`src/mei_pkg.sv`:
```
// Purpose: Shared constants and types for the motion event interrupt logic
// Assumes: 32-bit Avalon-MM register bus, byte addresses on word boundaries
// Notes: Only the device status register offset is fixed; other offsets are local
`default_nettype none
package mei_pkg;
    // -----------------------------------------------------------------
    // Register map
    // -----------------------------------------------------------------
    localparam logic [7:0] REG_DEV_STATUS = 8'h04;
    localparam logic [7:0] REG_EVT_STATUS = 8'h08;
    localparam logic [7:0] REG_DATA = 8'h0C;
    localparam logic [7:0] REG_WARN_THR = 8'h10;
    localparam logic [7:0] REG_ACT_CFG = 8'h20;
    localparam logic [7:0] REG_PIN_ONE = 8'h24;
    localparam logic [7:0] REG_PIN_TWO = 8'h28;
    localparam logic [7:0] REG_POWER = 8'h2C;
    localparam logic [7:0] REG_TIMING = 8'h30;

    // -----------------------------------------------------------------
    // Field positions
    // -----------------------------------------------------------------
    // Status bits
    localparam int ST_RDY = 0;
    localparam int ST_ACT = 1;
    localparam int ST_STILL = 2;
    localparam int ST_WARN = 3;
    localparam int ST_AWAKE = 4;
    // Route register: source enables plus polarity
    localparam int RT_RDY = 0;
    localparam int RT_ACT = 1;
    localparam int RT_STILL = 2;
    localparam int RT_WARN = 3;
    localparam int RT_AWAKE = 4;
    localparam int RT_LOW = 7;
    // Activity config: link mode [1:0], ref [2], act timer zero [3], still timer zero [4]
    localparam int CF_REF = 2;
    localparam int CF_ACT_T0 = 3;
    localparam int CF_STILL_T0 = 4;
    // Power control: mode [1:0], impact level [2]
    localparam int PW_IMPACT = 2;
    // Timing
    localparam int TM_EXTCLK = 1;
    localparam int TM_SYNC = 0;

    localparam logic [7:0] ZERO8 = 8'h00;
    localparam logic [31:0] ZERO32 = 32'h0000_0000;
    localparam logic [11:0] ZERO12 = 12'h000;

    typedef enum logic [1:0] {
        MEI_PW_STANDBY = 2'b00,
        MEI_PW_WAKEUP = 2'b01,
        MEI_PW_INSTANT = 2'b10,
        MEI_PW_MEASURE = 2'b11
    } mei_power_e;

    typedef enum logic [1:0] {
        MEI_LK_DEFAULT = 2'b00,
        MEI_LK_LINKED = 2'b01,
        MEI_LK_LOOP = 2'b10,
        MEI_LK_AUTOSLEEP = 2'b11
    } mei_link_e;

    typedef enum logic [0:0] {
        MEI_SEEK_ACT = 1'b0,
        MEI_SEEK_STILL = 1'b1
    } mei_seek_e;

    // Detector results for one sample
    typedef struct packed {
        logic act;
        logic still;
        logic impact_lo;
        logic impact_hi;
        logic [11:0] mag;
    } mei_det_s;

    typedef struct packed {
        logic [2:0] rst_sync;
        logic [7:0] warn_thr;
        logic [7:0] act_cfg;
        logic [7:0] pin_one;
        logic [7:0] pin_two;
        mei_power_e power;
        logic impact_sel;
        logic [1:0] timing;
        mei_seek_e seek;
        logic wait_svc;
        logic awake;
        logic flag_act;
        logic flag_still;
        logic flag_warn;
        logic flag_rdy;
        logic rdy_pend;
        logic [11:0] sample;
        logic rd_ack;
        logic [31:0] rdata;
    } mei_state_s;
endpackage
`default_nettype wire

```
`src/mei_top.sv`:
```
// Purpose: Activity sequencing, status flags and interrupt pin routing
// Assumes: Detector pulses and sample strobe are synchronous to mclk_i
// Notes: Data reads are two-cycle Avalon reads; a read stretches over its wait cycle
//
// The Avalon-MM interface to the registers was left to the implementer.
`default_nettype none

// Functional notes
// - Linked: after activity, seek only inactivity.
// - Linked: after inactivity, seek only activity.
// - Linked: next detection waits until host reads event status.
// - Loop: alternate as linked, no waiting for service.
// - Autosleep: wake-up seeks activity, measure seeks inactivity, then wake-up.
// - Autosleep only starts after host writes wake-up mode.
// - Awake flag high in measurement mode for default or autosleep.
// - Linked/loop: awake set on activity, cleared on inactivity.
// - Warning threshold separate, ignored by sequencing and awake flag.
// - Warning single-sample, shares ref setting, routes to pin two only.
// - Instant-on gives no data; selected impact level switches to measurement.
// - Never back to instant-on alone; host writes measure then instant-on.
// - Per-pin routing; pin asserts OR of routed sources.
// - Pin with no sources is high-Z; both high-Z after reset.
// - Pins active high; polarity-low bit makes a pin active low.
// - Event status read clears activity, inactivity, warning flags.
// - Default mode, timer zero: flag kept until standby and measure restart.
// - Reading data registers clears sample-ready.
// - External timebase or triggered sampling turns pin into input, no interrupts.
// - Event bits set when their detection occurs.
// - Sample-ready set on new data, cleared at start of data read.
// - New data during a read sets sample-ready only after the read.
// - Wake-up uses single-sample activity and returns to measurement.
module mei_top (
    input wire logic mclk_i,
    input wire logic arst_n_i,
    input wire logic [7:0] avs_address_i,
    input wire logic avs_read_i,
    input wire logic avs_write_i,
    input wire logic [31:0] avs_writedata_i,
    input wire logic [3:0] avs_byteenable_i,
    output logic [31:0] avs_readdata_o,
    output logic avs_waitrequest_o,
    input wire logic sample_valid_i,
    input wire logic [11:0] sample_i,
    input wire logic act_det_i,
    input wire logic act_single_i,
    input wire logic still_det_i,
    input wire logic [11:0] warn_mag_i,
    input wire logic impact_lo_i,
    input wire logic impact_hi_i,
    output logic warn_ref_o,
    output logic impact_sel_o,
    output logic data_en_o,
    output logic [1:0] power_mode_o,
    output logic irq_pin_one_o,
    output logic irq_pin_one_oe_o,
    output logic irq_pin_two_o,
    output logic irq_pin_two_oe_o
);
    mei_pkg::mei_state_s st;
    mei_pkg::mei_state_s next_st;
    logic rst_n;

    // -----------------------------------------------------------------
    // Reset release through two flops
    // -----------------------------------------------------------------
    logic [1:0] rst_ff;
    always_ff @(posedge mclk_i or negedge arst_n_i) begin
        if (!arst_n_i) begin
            rst_ff <= 2'b00;
        end else begin
            rst_ff <= {rst_ff[0], 1'b1};
        end
    end
    assign rst_n = rst_ff[1];

    function automatic logic [7:0] wr_byte(input logic [7:0] old, input logic [31:0] d,
                                           input logic be);
        wr_byte = be ? d[7:0] : old;
    endfunction

    // Pin level for a route register and its status vector
    function automatic logic pin_level(input logic [7:0] rt, input logic [4:0] src);
        pin_level = (|(rt[4:0] & src)) ^ rt[mei_pkg::RT_LOW];
    endfunction

    logic acc;
    logic rd_evt;
    logic rd_dat;
    logic in_read;
    logic lk_seq;
    logic svc_ok;
    logic act_ev;
    logic still_ev;
    logic warn_ev;
    logic [4:0] src;
    mei_pkg::mei_link_e link;
    mei_pkg::mei_det_s det;

    assign link = mei_pkg::mei_link_e'(st.act_cfg[1:0]);
    assign det = '{act: act_det_i, still: still_det_i, impact_lo: impact_lo_i,
                   impact_hi: impact_hi_i, mag: warn_mag_i};
    assign acc = avs_read_i | avs_write_i;
    assign rd_evt = avs_read_i && !st.rd_ack && avs_address_i == mei_pkg::REG_EVT_STATUS;
    assign rd_dat = avs_read_i && avs_address_i == mei_pkg::REG_DATA;
    assign in_read = rd_dat;
    assign lk_seq = link != mei_pkg::MEI_LK_DEFAULT;

    always_comb begin
        next_st = st;
        next_st.rd_ack = acc && !st.rd_ack;
        svc_ok = (link != mei_pkg::MEI_LK_LINKED) || !st.wait_svc;
        // Wake-up mode uses single-sample activity regardless of timer
        act_ev = (st.power == mei_pkg::MEI_PW_WAKEUP) ? act_single_i : det.act;
        // Linked family runs only the detector it is seeking
        if (lk_seq) begin
            act_ev = act_ev && st.seek == mei_pkg::MEI_SEEK_ACT && svc_ok;
            still_ev = det.still && st.seek == mei_pkg::MEI_SEEK_STILL && svc_ok;
        end else begin
            still_ev = det.still;
        end
        if (st.power == mei_pkg::MEI_PW_STANDBY || st.power == mei_pkg::MEI_PW_INSTANT) begin
            act_ev = 1'b0;
            still_ev = 1'b0;
        end
        // Warning uses only its own threshold, single sample, no sequencing
        warn_ev = sample_valid_i && (st.power == mei_pkg::MEI_PW_MEASURE ||
                  st.power == mei_pkg::MEI_PW_WAKEUP) &&
                  det.mag > {4'h0, st.warn_thr};

        // Event status read clear, set wins over clear
        if (rd_evt) begin
            if (!(link == mei_pkg::MEI_LK_DEFAULT && st.act_cfg[mei_pkg::CF_ACT_T0])) begin
                next_st.flag_act = 1'b0;
            end
            if (!(link == mei_pkg::MEI_LK_DEFAULT && st.act_cfg[mei_pkg::CF_STILL_T0])) begin
                next_st.flag_still = 1'b0;
            end
            next_st.flag_warn = 1'b0;
            next_st.wait_svc = 1'b0;
        end
        if (act_ev) begin
            next_st.flag_act = 1'b1;
        end
        if (still_ev) begin
            next_st.flag_still = 1'b1;
        end
        if (warn_ev) begin
            next_st.flag_warn = 1'b1;
        end

        // Sequencing and awake state
        if (lk_seq && act_ev) begin
            next_st.seek = mei_pkg::MEI_SEEK_STILL;
            next_st.wait_svc = 1'b1;
        end
        if (lk_seq && still_ev) begin
            next_st.seek = mei_pkg::MEI_SEEK_ACT;
            next_st.wait_svc = 1'b1;
        end
        if (link == mei_pkg::MEI_LK_LINKED || link == mei_pkg::MEI_LK_LOOP) begin
            if (act_ev) begin
                next_st.awake = 1'b1;
            end else if (still_ev) begin
                next_st.awake = 1'b0;
            end
        end

        // Automatic power transitions
        if (st.power == mei_pkg::MEI_PW_WAKEUP && act_ev) begin
            next_st.power = mei_pkg::MEI_PW_MEASURE;
        end
        if (st.power == mei_pkg::MEI_PW_MEASURE && still_ev &&
            link == mei_pkg::MEI_LK_AUTOSLEEP && st.rst_sync[0]) begin
            next_st.power = mei_pkg::MEI_PW_WAKEUP;
        end
        if (st.power == mei_pkg::MEI_PW_INSTANT &&
            (st.impact_sel ? det.impact_hi : det.impact_lo)) begin
            next_st.power = mei_pkg::MEI_PW_MEASURE;
        end

        // Sample-ready: cleared at read start, set deferred past the read
        if (sample_valid_i && st.power == mei_pkg::MEI_PW_MEASURE) begin
            next_st.sample = sample_i;
            next_st.rdy_pend = 1'b1;
        end
        if (in_read) begin
            next_st.flag_rdy = 1'b0;
        end else if (st.rdy_pend || (sample_valid_i &&
                     st.power == mei_pkg::MEI_PW_MEASURE)) begin
            next_st.flag_rdy = 1'b1;
            next_st.rdy_pend = 1'b0;
        end

        // Register writes, applied on the acknowledge cycle
        if (avs_write_i && st.rd_ack) begin
            unique case (avs_address_i)
                mei_pkg::REG_WARN_THR: next_st.warn_thr =
                    wr_byte(st.warn_thr, avs_writedata_i, avs_byteenable_i[0]);
                mei_pkg::REG_ACT_CFG: next_st.act_cfg =
                    wr_byte(st.act_cfg, avs_writedata_i, avs_byteenable_i[0]);
                mei_pkg::REG_PIN_ONE: next_st.pin_one =
                    wr_byte(st.pin_one, avs_writedata_i, avs_byteenable_i[0]);
                mei_pkg::REG_PIN_TWO: next_st.pin_two =
                    wr_byte(st.pin_two, avs_writedata_i, avs_byteenable_i[0]);
                mei_pkg::REG_TIMING: if (avs_byteenable_i[0]) begin
                    next_st.timing = avs_writedata_i[1:0];
                end
                mei_pkg::REG_POWER: if (avs_byteenable_i[0]) begin
                    next_st.impact_sel = avs_writedata_i[mei_pkg::PW_IMPACT];
                    next_st.power = mei_pkg::mei_power_e'(avs_writedata_i[1:0]);
                    // Host-written wake-up arms autosleep
                    next_st.rst_sync[0] =
                        avs_writedata_i[1:0] == mei_pkg::MEI_PW_WAKEUP;
                    if (avs_writedata_i[1:0] == mei_pkg::MEI_PW_INSTANT &&
                        st.power != mei_pkg::MEI_PW_MEASURE &&
                        st.power != mei_pkg::MEI_PW_INSTANT) begin
                        next_st.power = st.power;
                    end
                    if (st.power == mei_pkg::MEI_PW_STANDBY &&
                        avs_writedata_i[1:0] == mei_pkg::MEI_PW_MEASURE) begin
                        next_st.flag_act = 1'b0;
                        next_st.flag_still = 1'b0;
                        next_st.seek = mei_pkg::MEI_SEEK_ACT;
                        next_st.wait_svc = 1'b0;
                    end
                end
                default: begin
                end
            endcase
        end
        if (link == mei_pkg::MEI_LK_DEFAULT || link == mei_pkg::MEI_LK_AUTOSLEEP) begin
            next_st.awake = next_st.power == mei_pkg::MEI_PW_MEASURE;
        end

        // Read data, one wait cycle then acknowledge
        next_st.rdata = mei_pkg::ZERO32;
        if (avs_read_i && !st.rd_ack) begin
            unique case (avs_address_i)
                mei_pkg::REG_DEV_STATUS: next_st.rdata = {27'h0, st.awake, 3'h0, st.flag_rdy};
                mei_pkg::REG_EVT_STATUS: next_st.rdata =
                    {28'h0, st.flag_warn, st.flag_still, st.flag_act, 1'b0};
                mei_pkg::REG_DATA: next_st.rdata = {20'h0, st.sample};
                mei_pkg::REG_WARN_THR: next_st.rdata = {24'h0, st.warn_thr};
                mei_pkg::REG_ACT_CFG: next_st.rdata = {24'h0, st.act_cfg};
                mei_pkg::REG_PIN_ONE: next_st.rdata = {24'h0, st.pin_one};
                mei_pkg::REG_PIN_TWO: next_st.rdata = {24'h0, st.pin_two};
                mei_pkg::REG_POWER: next_st.rdata = {29'h0, st.impact_sel, st.power};
                mei_pkg::REG_TIMING: next_st.rdata = {30'h0, st.timing};
                default: next_st.rdata = mei_pkg::ZERO32;
            endcase
        end else if (st.rd_ack) begin
            next_st.rdata = st.rdata;
        end
    end

    always_ff @(posedge mclk_i or negedge rst_n) begin
        if (!rst_n) begin
            st <= '0;
        end else begin
            st <= next_st;
        end
    end

    // -----------------------------------------------------------------
    // Pins and outputs
    // -----------------------------------------------------------------
    assign src = {st.awake, st.flag_warn, st.flag_still, st.flag_act, st.flag_rdy};
    // Warning route bit is ignored on pin one, for enable and level alike
    logic [7:0] rt_one;
    assign rt_one = {st.pin_one[7:4], 1'b0, st.pin_one[2:0]};
    assign irq_pin_one_oe_o = (|rt_one[4:0]) && !st.timing[mei_pkg::TM_EXTCLK];
    assign irq_pin_two_oe_o = (|st.pin_two[4:0]) && !st.timing[mei_pkg::TM_SYNC];
    assign irq_pin_one_o = pin_level(rt_one, src);
    assign irq_pin_two_o = pin_level(st.pin_two, src);
    assign avs_waitrequest_o = acc && !st.rd_ack;
    assign avs_readdata_o = st.rdata;
    assign warn_ref_o = st.act_cfg[mei_pkg::CF_REF];
    assign impact_sel_o = st.impact_sel;
    assign data_en_o = st.power == mei_pkg::MEI_PW_MEASURE;
    assign power_mode_o = st.power;

    // -----------------------------------------------------------------
    // Checks
    // -----------------------------------------------------------------
    hiz_reset_a: assert property (@(posedge mclk_i)
        !rst_n |-> !irq_pin_one_oe_o && !irq_pin_two_oe_o)
        else $error("pin driven in reset");
    warn_clear_a: assert property (@(posedge mclk_i) disable iff (!rst_n)
        rd_evt && !warn_ev |=> !st.flag_warn)
        else $error("warning flag not cleared");
    rdy_clear_a: assert property (@(posedge mclk_i) disable iff (!rst_n)
        rd_dat |=> !st.flag_rdy)
        else $error("sample-ready not cleared");
    instant_exit_a: assert property (@(posedge mclk_i) disable iff (!rst_n)
        st.power != mei_pkg::MEI_PW_INSTANT && !(avs_write_i && st.rd_ack) |=>
        st.power != mei_pkg::MEI_PW_INSTANT)
        else $error("instant-on entered alone");
    act_flag_a: assert property (@(posedge mclk_i) disable iff (!rst_n)
        act_ev |=> st.flag_act)
        else $error("activity flag not set");
    awake_meas_a: assert property (@(posedge mclk_i) disable iff (!rst_n)
        link == mei_pkg::MEI_LK_DEFAULT |-> st.awake == (st.power == mei_pkg::MEI_PW_MEASURE)
        || $changed(st.act_cfg) || $changed(st.power))
        else $error("awake flag mismatch");
    link_seek_a: assert property (@(posedge mclk_i) disable iff (!rst_n)
        lk_seq && still_ev |=> st.seek == mei_pkg::MEI_SEEK_ACT)
        else $error("seek not flipped");
    pin_ext_a: assert property (@(posedge mclk_i) disable iff (!rst_n)
        st.timing[mei_pkg::TM_EXTCLK] |-> !irq_pin_one_oe_o)
        else $error("pin one driven as clock");
endmodule
`default_nettype wire

```
`config.mk`:
```
export PLATFORM = sky130hd
export DESIGN_NAME = mei_top
export DESIGN_NICKNAME = d
export VERILOG_FILES = /design/src/mei_pkg.sv /design/src/mei_top.sv
export SDC_FILE = /design/constraint.sdc
export NUM_CORES = 1
export LEC_CHECK = 0
export ABC_AREA = 1
export BUFFER_PORTS_ARGS = -buffer_cell sky130_fd_sc_hd__buf_2
export CAP_MARGIN = 20
export CORE_UTILIZATION = 45
export DETAILED_ROUTE_END_ITERATION = 16
export PLACE_DENSITY = 0.83
export SLEW_MARGIN = 20
export SYNTH_ARGS = -nofsm -noshare
export SYNTH_HDL_FRONTEND = slang
export SYNTH_SLANG_ARGS = --single-unit
```
`constraint.sdc`:
```
create_clock -name mclk_i -period 2.3 [get_ports mclk_i]
set_clock_uncertainty 0.05 [all_clocks]
set_input_delay 0.23 -clock mclk_i [delete_from_list [all_inputs] [get_ports mclk_i]]
set_output_delay 0.23 -clock mclk_i [all_outputs]
set_load 0.02 [all_outputs]
```
==> reports/results.ini <==
[power_and_ir_drop]
finalPower_mw = 2.656
power.switching_uw = 703.9
p_sw_share_pct = 26.51
power_density_nw_per_um2 = 571.0
clkPwrFrac_pct = 36.3
p_leak_nw = 2.510
intPower_mw = 1.952
vdd_drop_max_v = 0.0002383
seqPwrFrac_pct = 52.1
p_comb_share_pct = 11.6

[critical_path]
startpoint = st[32]
arrival_ns = 2.05
critPathCaptureType = flop
rr_startpoint = st[32]
crit_type = reg -> reg
crit_required_ns = 2.47
critPathMaxFanout = 14
startpoint_type = flop

[floorplanning]
die_w_um = 98.14
coreArea_um2 = 8848
fp.dieH_um = 98.14
initial_core_util_pct = 47.00
io_pins = 120
rows = 34
dieArea_um2 = 9630

[routing]
viasPerCell = 5.144
num_vias = 3616
drt-pass1-iter-count = 7
ant_nets = 0
drc = 0
finalWirelength_mm = 9.399
drt_iter0_markers = 229
wl_per_cell_um = 13.37

[cells_and_area]
final_util_pct = 52.56
multi_input_area_um2 = 1823
syn2layout_area_growth_pct = 11.82
diodes = 0
drive_above_1_share_pct = 20.34
fillerInstances = 856
design_area_um2 = 4651
fin_cells = 703
fin_nets = 679
seq_area_um2 = 1828

[sta]
whs_ns = 0.05418
rsz0062_at_grt = false
fin_crit_ns = 1.875
worst_slew_pin_slew_ns = 0.6197
tns_ns = 0
setup_viol = 0
final-hold-violation-count = 0
max_freq_mhz = 533.3
report.final.slew_viol_count = 0
worst_slack_ns = 0.4247
maxSlewHeadroom_pct = 58.69
post-route-period-util_pct = 81.53

[grt]
antenna_found_initial = 0
grt_max_degree = 45
first_global_vias = 3388
grtUsageTotal_pct = 20.85
use_met1_pct = 27.59
met2_usage_pct = 34.72
grt_remaining_overflow = 0
grtUsageMet3_pct = 2.863
grt_pass1_wl_mm = 15.89
busiest_layer = met2

[run]
max_cap_viol_count = 0

[synth]
avgSynthCellArea_um2 = 7.877
synth_sequential_area_ratio_pct = 43.92
yosysWarnings = 0
synth_seq_cells = 73
netlist_instances = 528
ys_types = 30
syn_area_um2 = 4159

[placement]
pre_cts_ws_ns = 0.4539
dp_cells = 686
dpl_cell_area_um2 = 4448
dp_hpwl_mm = 7.203
io_buffers = 72
gp_congestion = 0.9217

[cts]
cts_buffers = 9
cts.htree.levels = 3
post_cts_buffers = 0
clk_pin_slew_ns = 0.07
cts_tree = done
cts_root_buffer = clkbuf_8
hold_buffers = 1
cts_resized = 0
cts_buffer_depth = 2
clk_latency_ns = 0.34
cts_sinks = 73

[worst_hold_path]
worstHoldPathType = in -> reg
holdCritStartpoint = avs_writedata_i[7]

[status]
status = completed

-- sequential cells by signal, indices dropped and copies added, names as in the netlist --
signal          flops
avs_readdata_o     12
impact_sel_o        1
link                2
power_mode_o        2
rst_ff              2
rt_one              7
src                 5
st                 41
warn_ref_o          1
-- power groups by stage --
stage | logic, mW | clock network, mW | registers (mW)
after floorplan | 0.227 | 0 | 1.40
after global placement | 0.300 | 0 | 1.41
after detailed placement | 0.309 | 0 | 1.41
after CTS | 0.312 | 0.979 | 1.38
after global routing | 0.353 | 1.04 | 1.39
final | 0.309 | 0.963 | 1.38
-- cells in the final DEF, fill, tap and decap left out, types with 2 or more instances in the layout --
cell type  count
nand4_1        4
buf_2         72
o21ai_0       42
buf_4          7
nor2_1        35
o31ai_1        5
clkinv_2       2
mux2_2         8
nand2_1      133
nand3_1       57
nor2_2         3
nand2_2        4
conb_1        21
ha_1          11
nor3_1         2
inv_1         59
a21oi_1       17
nand3_2        3
dfrtp_1       72
inv_2          2
nor2_4         4
clkbuf_8      13
a22o_1         3
o21ai_1        6
-- Yosys cell counts --
cell type / number / share of area [%]
a21oi_1: 17 / 2.0
a22o_1: 3 / 0.63
buf_2: 8 / 0.96
buf_4: 38 / 6.9
buf_6: 2 / 0.54
clkbuf_1: 1 / 0.090
conb_1: 2 / 0.18
dfrtp_1: 73 / 44
ha_1: 11 / 3.3
inv_1: 59 / 5.3
inv_2: 2 / 0.18
mux2_2: 8 / 2.2
nand2_1: 133 / 12
nand2_2: 4 / 0.60
nand3_1: 57 / 6.9
nand3_2: 3 / 0.72
nand3_4: 1 / 0.42
nand3b_1: 1 / 0.18
nand4_1: 4 / 0.60
nor2_1: 35 / 3.2
nor2_2: 3 / 0.45
nor2_4: 4 / 1.1
nor3_1: 2 / 0.24
o211ai_1: 1 / 0.18
o21a_1: 1 / 0.18
o21ai_0: 42 / 5.1
o21ai_1: 6 / 0.72
o31ai_1: 5 / 0.90
xnor2_1: 1 / 0.21
xor2_1: 1 / 0.21
-- cell type report --
| type | count | area share (%) |
|---|---|---|
| clock buffers | 14 | 3.928 |
| clock inverters | 2 | 0.2152 |
| inverters | 61 | 4.923 |
| multi-input cells | 364 | 39.20 |
| flip-flops and latches | 73 | 39.31 |
| well taps | 108 | 2.906 |
| repair buffers | 81 | 9.524 |
-- critical path, stage by stage (launching register included) --
cell	delay [ns]
dfrtp_1	0.56
inv_1	0.14
nand2_1	0.15
inv_1	0.27
nand3_1	0.25
o21ai_0	0.24
a21oi_1	0.10
-- per-layer routing --
metal  share of wire [%]  vias up  wire (um)
met5                   0        -          0
met2                  46      150       4364
met3                 5.1       13        482
met4                 1.7        0        160
met1                  47     1686       4392
li1                    -     1767          -
-- final timing paths --
check,end,slack [ns],depth (start not counted)
worst max-delay path,src[1],0.42,6
worst min-delay path,st[89],0.05,3
worst max register to register,src[1],0.42,6
worst min register to register,st[40],0.24,0
max in group asynchronous,st[84],1.33,1
min in group asynchronous,rst_ff[0],0.15,2
-- kinds of logic (layout without fill, tap and decap cells) --
logic type | after synthesis | in the layout | share of synthesized area [%]
other | 2 | 21 | 0.1806
AOI/OAI and AO/OA | 75 | 75 | 9.718
DFF | 73 | 73 | 43.92
adders and majority gates | 11 | 11 | 3.309
buffers and inverters | 110 | 158 | 13.96
and+or+nand+nor | 247 | 247 | 26.32
muxes | 8 | 8 | 2.166
xor gates and xnor gates | 2 | 2 | 0.4213
(Power assumes the default switching activity.)
